==> src/verilog/isa_consts.vh <==
// Constants of the I2C slave address and transfer block
// How it works
// - Data/address flag shows last byte kind
// - Stop flag set on STOP, cleared otherwise
// - Start flag set on START, cleared otherwise
// - Read/write bit from last match, until next condition
// - Buffer-full set when received byte completes
// - Header 11110 carries A9:A8, sent as write
// - High address byte sets interrupt, full, update
// - Low address write clears update, frees clock
// - High address restore clears update, frees clock
// - Repeated header read sets interrupt, full and read/write, not update
// - Write match clears read/write, loads buffer
// - No acknowledge while full or overflow set
// - Copy and ACK only when both clear
// - Interrupt flag per byte, software clears
// - Read match sets read/write, ACKs, holds clock
// - Buffer write loads shifter; release bit frees clock
// - Transmit bits change on clock falling edges
// - Transmit interrupt on ninth falling edge
// - Master acknowledge latched on ninth rising edge
// - Master no-ACK resets slave and status
// - Master ACK keeps clock held for data
`ifndef ISA_CONSTS_VH
`define ISA_CONSTS_VH

// Register offsets
`define ISA_OFF_STAT  8'h94
`define ISA_OFF_BUF   8'h13
`define ISA_OFF_CTRL  8'h14
`define ISA_OFF_ADDR  8'h93
`define ISA_OFF_FLAG  8'h0c

// Status register fields
`define ISA_ST_SMP    7
`define ISA_ST_CKE    6
`define ISA_ST_DA     5
`define ISA_ST_P      4
`define ISA_ST_S      3
`define ISA_ST_RW     2
`define ISA_ST_UA     1
`define ISA_ST_BF     0

// Control register fields
`define ISA_CT_OV     6
`define ISA_CT_EN     5
`define ISA_CT_CKP    4
`define ISA_CT_TEN    0

// Flag register field
`define ISA_FL_PIF    3

// Reset values
`define ISA_RST_BYTE  8'h00

// Ten-bit header prefix
`define ISA_HDR_PFX   5'h1e

// Bit counts within one byte frame
`define ISA_CNT_BYTE  4'h8
`define ISA_CNT_ACK   4'h9

`endif

==> src/verilog/isa_slave.v <==
// I2C slave: status flags, 7/10-bit address, receive and transmit
`timescale 1ns/1ps
`default_nettype none
`include "isa_consts.vh"

module isa_slave
(
	input  wire       clk,
	input  wire       rst,
	input  wire       ce,
	input  wire [7:0] reg_addr,
	input  wire [7:0] reg_wdata,
	input  wire       reg_wr,
	input  wire       reg_rd,
	output reg  [7:0] reg_rdata,
	input  wire       scl_in,
	output reg        scl_out,
	output reg        scl_oe,
	input  wire       sda_in,
	output reg        sda_out,
	output reg        sda_oe,
	output reg        port_interrupt_flag
);

	// Frame phases
	localparam [2:0] PH_IDLE = 3'h0;
	localparam [2:0] PH_ADR1 = 3'h1;
	localparam [2:0] PH_ADR2 = 3'h2;
	localparam [2:0] PH_RXD  = 3'h3;
	localparam [2:0] PH_TXD  = 3'h4;

	// Pin synchronisers and previous samples
	reg       scl_m_r, scl_s_r, scl_d_r;
	reg       sda_m_r, sda_s_r, sda_d_r;

	// Status and control state
	reg       smp_r, cke_r;
	reg       da_r;
	reg       stop_r;
	reg       start_r;
	reg       rw_r;
	reg       ua_r;
	reg       bf_r;
	reg       ov_r, en_r, ckp_r, ten_r;
	reg [7:0] buf_r;
	reg [7:0] addr_r;
	reg [7:0] shift_r;

	// Frame engine state
	reg [2:0] phase_r;
	reg [3:0] cnt_r;
	reg       mack_r, hold_nxt_r, tx_wait_r, lowok_r;

	// Edges on the synchronised lines only
	wire scl_rise  = scl_s_r & ~scl_d_r;
	wire scl_fall  = ~scl_s_r & scl_d_r;
	wire bus_start = scl_s_r & scl_d_r & sda_d_r & ~sda_s_r;
	wire bus_stop  = scl_s_r & scl_d_r & ~sda_d_r & sda_s_r;

	// Acceptance only when nothing unread or overflowed
	wire rx_ok    = ~bf_r & ~ov_r;
	wire hdr_byte = (shift_r[7:3] == `ISA_HDR_PFX);
	wire match7   = (shift_r[7:1] == addr_r[7:1]);

	// Read data multiplexer, unmapped offsets read zero
	function [7:0] rd_mux;
		input [7:0] a;
		begin
			case (a)
				`ISA_OFF_STAT: rd_mux = {smp_r, cke_r, da_r, stop_r,
					start_r, rw_r, ua_r, bf_r};
				`ISA_OFF_BUF:  rd_mux = buf_r;
				`ISA_OFF_CTRL: rd_mux = {1'b0, ov_r, en_r, ckp_r,
					3'b000, ten_r};
				`ISA_OFF_ADDR: rd_mux = addr_r;
				`ISA_OFF_FLAG: rd_mux = {4'h0, port_interrupt_flag, 3'b000};
				default:       rd_mux = `ISA_RST_BYTE;
			endcase
		end
	endfunction

	// Whole block; software side first so hardware sets win
	always @(posedge clk)
	begin
		if (rst)
		begin
			reg_rdata           <= `ISA_RST_BYTE;
			scl_out             <= 1'b0;
			scl_oe              <= 1'b0;
			sda_out             <= 1'b0;
			sda_oe              <= 1'b0;
			port_interrupt_flag <= 1'b0;
			scl_m_r             <= 1'b1;
			scl_s_r             <= 1'b1;
			scl_d_r             <= 1'b1;
			sda_m_r             <= 1'b1;
			sda_s_r             <= 1'b1;
			sda_d_r             <= 1'b1;
			smp_r               <= 1'b0;
			cke_r               <= 1'b0;
			da_r                <= 1'b0;
			stop_r              <= 1'b0;
			start_r             <= 1'b0;
			rw_r                <= 1'b0;
			ua_r                <= 1'b0;
			bf_r                <= 1'b0;
			ov_r                <= 1'b0;
			en_r                <= 1'b0;
			ckp_r               <= 1'b0;
			ten_r               <= 1'b0;
			buf_r               <= `ISA_RST_BYTE;
			addr_r              <= `ISA_RST_BYTE;
			shift_r             <= `ISA_RST_BYTE;
			phase_r             <= PH_IDLE;
			cnt_r               <= 4'h0;
			mack_r              <= 1'b1;
			hold_nxt_r          <= 1'b0;
			tx_wait_r           <= 1'b0;
			lowok_r             <= 1'b0;
		end
		else if (ce)
		begin
			// Two-stage synchronisers, third stage for edges
			scl_m_r <= scl_in;
			scl_s_r <= scl_m_r;
			scl_d_r <= scl_s_r;
			sda_m_r <= sda_in;
			sda_s_r <= sda_m_r;
			sda_d_r <= sda_s_r;
			// Read data stands one cycle only
			reg_rdata <= `ISA_RST_BYTE;
			if (reg_rd)
			begin
				reg_rdata <= rd_mux(reg_addr);
				if (reg_addr == `ISA_OFF_BUF)
					bf_r <= 1'b0;
			end
			// Register writes
			if (reg_wr)
			begin
				case (reg_addr)
					`ISA_OFF_STAT:
					begin
						smp_r <= reg_wdata[`ISA_ST_SMP];
						cke_r <= reg_wdata[`ISA_ST_CKE];
					end
					`ISA_OFF_BUF:
					begin
						buf_r <= reg_wdata;
						if (phase_r == PH_TXD)
						begin
							shift_r <= reg_wdata;
							bf_r    <= 1'b1;
							// First bit goes out while SCL is still held low
							if (tx_wait_r)
								sda_oe <= ~reg_wdata[7];
						end
					end
					`ISA_OFF_CTRL:
					begin
						// Overflow can only be cleared by software
						ov_r  <= ov_r & reg_wdata[`ISA_CT_OV];
						en_r  <= reg_wdata[`ISA_CT_EN];
						ckp_r <= reg_wdata[`ISA_CT_CKP];
						ten_r <= reg_wdata[`ISA_CT_TEN];
					end
					`ISA_OFF_ADDR:
					begin
						addr_r <= reg_wdata;
						if (ua_r)
						begin
							ua_r   <= 1'b0;
							scl_oe <= 1'b0;
						end
					end
					`ISA_OFF_FLAG:
						port_interrupt_flag <= port_interrupt_flag &
							reg_wdata[`ISA_FL_PIF];
					default:
						smp_r <= smp_r;
				endcase
			end
			// Release bit frees the clock; bit 7 already stands, so no SDA move in SCL high
			if (tx_wait_r && ckp_r)
			begin
				tx_wait_r <= 1'b0;
				scl_oe    <= 1'b0;
				shift_r   <= {shift_r[6:0], 1'b0};
			end
			// Bus conditions and the frame engine
			if (!en_r)
			begin
				stop_r    <= 1'b0;
				start_r   <= 1'b0;
				phase_r   <= PH_IDLE;
				cnt_r     <= 4'h0;
				sda_oe    <= 1'b0;
				scl_oe    <= 1'b0;
				tx_wait_r <= 1'b0;
				lowok_r   <= 1'b0;
			end
			else if (bus_start)
			begin
				start_r    <= 1'b1;
				stop_r     <= 1'b0;
				rw_r       <= 1'b0;
				phase_r    <= PH_ADR1;
				cnt_r      <= 4'h0;
				sda_oe     <= 1'b0;
				hold_nxt_r <= 1'b0;
				tx_wait_r  <= 1'b0;
			end
			else if (bus_stop)
			begin
				stop_r    <= 1'b1;
				start_r   <= 1'b0;
				rw_r      <= 1'b0;
				phase_r   <= PH_IDLE;
				cnt_r     <= 4'h0;
				sda_oe    <= 1'b0;
				scl_oe    <= 1'b0;
				tx_wait_r <= 1'b0;
				lowok_r   <= 1'b0;
			end
			else if (phase_r != PH_IDLE)
			begin
				// Rising edges: sample data bits or master acknowledge
				if (scl_rise)
				begin
					if (cnt_r < `ISA_CNT_BYTE)
					begin
						cnt_r <= cnt_r + 4'h1;
						if (phase_r != PH_TXD)
							shift_r <= {shift_r[6:0], sda_s_r};
					end
					else if (cnt_r == `ISA_CNT_ACK && phase_r == PH_TXD)
						mack_r <= sda_s_r;
				end
				// Falling edges: drive bits, decide bytes, end ack slot
				if (scl_fall)
				begin
					if (cnt_r == `ISA_CNT_BYTE)
					begin
						cnt_r <= `ISA_CNT_ACK;
						case (phase_r)
							PH_ADR1:
							begin
								if (ten_r && match7 && hdr_byte && !shift_r[0])
								begin
									// High byte of a ten-bit write
									da_r                <= 1'b0;
									rw_r                <= 1'b0;
									ua_r                <= 1'b1;
									port_interrupt_flag <= 1'b1;
									hold_nxt_r          <= 1'b1;
									phase_r             <= PH_ADR2;
									if (rx_ok)
									begin
										buf_r  <= shift_r;
										bf_r   <= 1'b1;
										sda_oe <= 1'b1;
									end
									else if (bf_r)
										ov_r <= 1'b1;
								end
								else if (ten_r && match7 && hdr_byte && lowok_r)
								begin
									// Repeated header for a read, no update
									da_r                <= 1'b0;
									rw_r                <= 1'b1;
									port_interrupt_flag <= 1'b1;
									hold_nxt_r          <= 1'b1;
									phase_r             <= PH_TXD;
									if (rx_ok)
									begin
										buf_r  <= shift_r;
										bf_r   <= 1'b1;
										sda_oe <= 1'b1;
									end
									else if (bf_r)
										ov_r <= 1'b1;
								end
								else if (!ten_r && match7)
								begin
									da_r                <= 1'b0;
									rw_r                <= shift_r[0];
									port_interrupt_flag <= 1'b1;
									hold_nxt_r          <= shift_r[0];
									phase_r             <= shift_r[0] ? PH_TXD : PH_RXD;
									if (rx_ok)
									begin
										buf_r  <= shift_r;
										bf_r   <= 1'b1;
										sda_oe <= 1'b1;
									end
									else if (bf_r)
										ov_r <= 1'b1;
								end
								else
									phase_r <= PH_IDLE;
							end
							PH_ADR2:
							begin
								if (shift_r == addr_r)
								begin
									// Low byte matched; software restores high byte
									lowok_r             <= 1'b1;
									da_r                <= 1'b0;
									ua_r                <= 1'b1;
									port_interrupt_flag <= 1'b1;
									hold_nxt_r          <= 1'b1;
									phase_r             <= PH_RXD;
									if (rx_ok)
									begin
										buf_r  <= shift_r;
										bf_r   <= 1'b1;
										sda_oe <= 1'b1;
									end
									else if (bf_r)
										ov_r <= 1'b1;
								end
								else
									phase_r <= PH_IDLE;
							end
							PH_RXD:
							begin
								da_r                <= 1'b1;
								port_interrupt_flag <= 1'b1;
								if (rx_ok)
								begin
									buf_r  <= shift_r;
									bf_r   <= 1'b1;
									sda_oe <= 1'b1;
								end
								else if (bf_r)
									ov_r <= 1'b1;
							end
							PH_TXD:
							begin
								// Free the data line for the master acknowledge
								da_r   <= 1'b1;
								bf_r   <= 1'b0;
								sda_oe <= 1'b0;
							end
							default:
								phase_r <= PH_IDLE;
						endcase
					end
					else if (cnt_r == `ISA_CNT_ACK)
					begin
						cnt_r  <= 4'h0;
						sda_oe <= 1'b0;
						if (hold_nxt_r)
						begin
							// Stretch until software answers
							hold_nxt_r <= 1'b0;
							scl_oe     <= 1'b1;
							if (phase_r == PH_TXD)
							begin
								tx_wait_r <= 1'b1;
								ckp_r     <= 1'b0;
							end
						end
						else if (phase_r == PH_TXD)
						begin
							port_interrupt_flag <= 1'b1;
							if (mack_r)
							begin
								// No acknowledge: back to waiting for START
								phase_r <= PH_IDLE;
								start_r <= 1'b0;
								da_r    <= 1'b0;
								rw_r    <= 1'b0;
								ua_r    <= 1'b0;
								bf_r    <= 1'b0;
							end
							else
							begin
								scl_oe    <= 1'b1;
								tx_wait_r <= 1'b1;
								ckp_r     <= 1'b0;
							end
						end
					end
					else if (phase_r == PH_TXD && cnt_r != 4'h0)
					begin
						sda_oe  <= ~shift_r[7];
						shift_r <= {shift_r[6:0], 1'b0};
					end
				end
			end
		end
	end

endmodule // isa_slave

`default_nettype wire

==> config.mk <==
export PLATFORM = sky130hd
export DESIGN_NAME = isa_slave
export DESIGN_NICKNAME = d
export VERILOG_FILES = /design/src/verilog/isa_slave.v
export VERILOG_INCLUDE_DIRS = /design/src /design/src/verilog
export SDC_FILE = /design/constraint.sdc
export NUM_CORES = 1
export LEC_CHECK = 0
export ABC_AREA = 1
export ABC_CLOCK_PERIOD_IN_PS = 2400
export BUFFER_PORTS_ARGS = -buffer_cell sky130_fd_sc_hd__buf_2
export CAP_MARGIN = 25
export CORE_MARGIN = 8
export CORE_UTILIZATION = 45
export CTS_BUF_LIST = sky130_fd_sc_hd__clkbuf_16
export DETAILED_ROUTE_END_ITERATION = 10
export GPL_TIMING_DRIVEN = 0
export PLACE_DENSITY = 0.71
export RECOVER_POWER = 50
export SLEW_MARGIN = 20
export SYNTH_ARGS = -nofsm -noshare
export SYNTH_HDL_FRONTEND = slang
export SYNTH_SLANG_ARGS = --single-unit
==> constraint.sdc <==
create_clock -name clk -period 2.4 [get_ports clk]
set_clock_uncertainty 0.2 [all_clocks]
set_input_delay 0.48 -clock clk [delete_from_list [all_inputs] [get_ports clk]]
set_output_delay 0.48 -clock clk [all_outputs]
set_load 0.1 [all_outputs]
==> metrics.md <==
| Metric | Value |
|---|---|
| Status | finished clean |
| Max incr delay on CP | between 0.5 and 0.6 ns |
| Cell Chain, Critical Path | clkbuf_1 > inv_1 > clkbuf_1 > clkbuf_1 > nand2_1 > a21oi_1 |
| Slew of the pin with the lowest slew margin | 0.7279 ns |
| Most used cell along the critical path | clkbuf_1 |
| DP Cell Count | 816 |
| Max-slew headroom | just over 50% |
| CP endpoint kind | flip-flop |
| Synthesis warning total | 0 |
| Startpoint Class | input pin |
| Slew Limit Fails | 0 |
| Die Y | 113.2 um |
| First-pass iteration count of the detailed router | 5 |
| Synth-to-Final Area Change | 16.09% |
| Pwr Total | 0.002921 W |
| Final wirelength | about 15,000 um |
| Setup violators final | 0 |
| Post-synthesis sequential area ratio | a little under a third |
| Pwr Density | 591.6 mW/mm^2 |
| Post-detail-place hpwl | 11,620 um |
| Nets | 747 |
| Final hold slack | 0.1526 ns |
| Crit path launch | ce |
| Max-cap check violation count | 0 |
| R2r worst-path depth | 11 |
| Worst skew pair latency | 0.34 ns |
| Residual DRC count | 0 |
| Setup_tns | 0 ns |
| CTS tree | built |
| R2r setup slk | 0.17 ns |
| CTS hold repair buffers | 0 |
| Initial Utilization | 46.24% |
| Htree depth | 3 |
| GRT Overall Usage | 23.36% |
| Avg Cell Area, Syn | approximately 6.3 um^2 |
| Post-Synthesis Cells | 673 |
| Antenna Cells | 0 |
| # rows | 35 |
| Largest net degree at the start of global routing | 14 |
| Core box area | roughly 0.0092 mm^2 |
| FF-to-FF Start | scl_s_r |
| CP arrival | 2.31 ns |
| Clk sinks | 64 |
| Post-route minimum period | 2.247 ns |
| Maximum VDD drop | 0.0003490 V |
| Pre-CTS worst setup slack | -0.2459 ns |
| Antenna violations before repair | 0 |
| Number of CTS-inserted buffers | 9 |
| CTS Root Cell | clkbuf_16 |
| Setup WS post-layout | 0.1534 ns |
| GP Congestion | slightly below 1 |
| CP Class | in2reg |
| Synth area leaders | dfxtp_1, nand2_1, a21oi_1 |
| Final hold vios | 0 |
| Die width | 113.2 um |
| Cell taking the most area after synthesis | dfxtp_1 |
| Crit path capture | reg_rdata[2] |
| Mapped Area | 0.004253 mm^2 |
| Clock tree buffer depth | 2 |
| P_leak | 2.165 nW |
| Share of layout cells above drive strength 1 | between 10% and 20% |
| Slowest cell on the critical path | clkbuf_1 |
| Worst min-delay path class | in2reg |
| Starting DRC count in detailed routing | 543 |
| Port Buf Inserts | 31 |
| Via count of the first global-routing pass | 4,381 |
| Yosys top cell area share | 30.13% |
| Vias per cell | 5.747 |
| Reg-to-Reg End | shift_r[2] |
| Final ANT Viol Nets | 0 |
| Final cell count without fillers | 837 |
| Via Count | 4,810 |
| Crit share post-route | 93.61% |
| Count of cell types in the netlist | 47 |
| First-pass GRT wire length | about 24,000 um |
| Worst-path clk slew | approximately 0.06 ns |
| CP Data Required Time | between 2 and 2.5 ns |
| Worst Path Max Fanout | 10 |
| Grt total ovfl | 0 |
| Post-DR wirelength/cell | 17.77 um |
| I/O pin count | 36 |
| Synthesized flop and latch total | 64 |
| DIE AREA | ~0.013 mm^2 |
| Max Freq | between 0.4 and 0.5 GHz |
==> flip-flops by register name, summed over array words and instances, names as in the netlist, 3 cells and up <==
name and cells:
addr_r 8, reg_rdata 8, phase_r 3, buf_r 8, cnt_r 4, shift_r 8
==> worst min path at each step <==
stage | start | end | slack (ns) | depth (start not counted)
2_1_floorplan | scl_m_r | scl_m_r | 0.23 | 2
3_3_place_gp | sda_m_r | sda_m_r | 0.24 | 2
3_5_place_dp | scl_m_r | scl_m_r | 0.25 | 2
4_1_cts | scl_in | scl_m_r | 0.15 | 3
5_1_grt | scl_in | scl_m_r | 0.18 | 3
6_report | scl_in | scl_m_r | 0.15 | 3
==> worst max-delay path, delay by kind of cell <==
kind,cells,cell delay (ns)
AND/OR/NAND/NOR,1,0.12
AO/OA/AOI/OAI,1,0.18
buffers and inverters,4,1.52
==> layout by cell type, fill, tap and decap left out, types with 3 or more instances in the layout <==
cell and count:
clkbuf_2 11, clkbuf_16 9, o21ai_1 20, a31oi_1 9, nor2_2 5, nand2_1 161
inv_1 79, nor3_2 4, clkbuf_1 19, nor2_4 10, nand4_1 15, nor2_1 48
buf_4 8, o22ai_1 4, buf_2 20, ha_1 3, dfxtp_2 3, dfxtp_1 61
o211ai_1 13, inv_2 20, nand3_1 31, a21oi_1 68, xnor2_1 3, o21ai_0 50
nor3_1 4, or2_2 3, nand2_2 5, a221oi_1 4, a211oi_1 3
==> report_power, final <==
part           switching (W)  internal, W
Sequential         0.0000300      0.00109
Clock               0.000535     0.000920
Combinational       0.000250    0.0000972
Total               0.000815      0.00211
==> through the flow <==
stage	utilization [%]	area (um^2)
3_5_place_dp	49.48	4551
3_3_place_gp	49.48	4551
6_report	53.69	4937
4_1_cts	53.05	4878
5_1_grt	53.69	4937
2_1_floorplan	-	4257
==> synthesized netlist by cell type (all sizes together) <==
cell type  instances
a211oi             3
a21oi             70
a221o              1
a221oi             5
a31oi              9
a41oi              1
buf                8
clkbuf            16
conb               1
dfxtp             64
ha                 3
inv              100
nand2            167
nand3             34
nand4             16
nor2              64
nor3               8
nor3b              1
nor4               1
o211ai            13
o21a               2
o21ai             71
o221ai             1
o22ai              4
o311ai             1
o31ai              1
or2                3
xnor2              3
xor2               2
==> repair_timing <==
action / 4_1_cts / 5_1_grt
endpoints found under the setup margin: 0 / 19
buffers inserted: 0 / 5
gates resized for setup: 0 / 10
==> cells by family after synthesis <==
group | count (synthesis) | share of synthesized area [%]
buffers and inverters | 124 | 11.33
DFF | 64 | 30.13
other | 1 | 0.08818
xor gates and xnor gates | 5 | 1.030
and+or+nand+nor | 294 | 32.22
AOI/OAI and AO/OA | 182 | 24.33
adders and majority gates | 3 | 0.8827
==> routing by layer <==
layer  routed length [um]  global-route usage, %
met5                    0                      0
met4                  265                  7.371
met3                 1539                  5.218
met2                 6549                  35.87
met1                 6517                  31.65
==> layout make-up <==
cell class                      instances  area [um^2]
Sequential cell                        64         1285
Fill cell                             946         4259
Timing Repair Buffer                   36        192.7
Inverter                              100        377.9
Multi-Input combinational cell        486         2514
Tap cell                              111        138.9
Buffer                                 24        101.3
Clock inverter                          7        102.6
Clock buffer                            9        225.2
(Power assumes the default switching activity.)
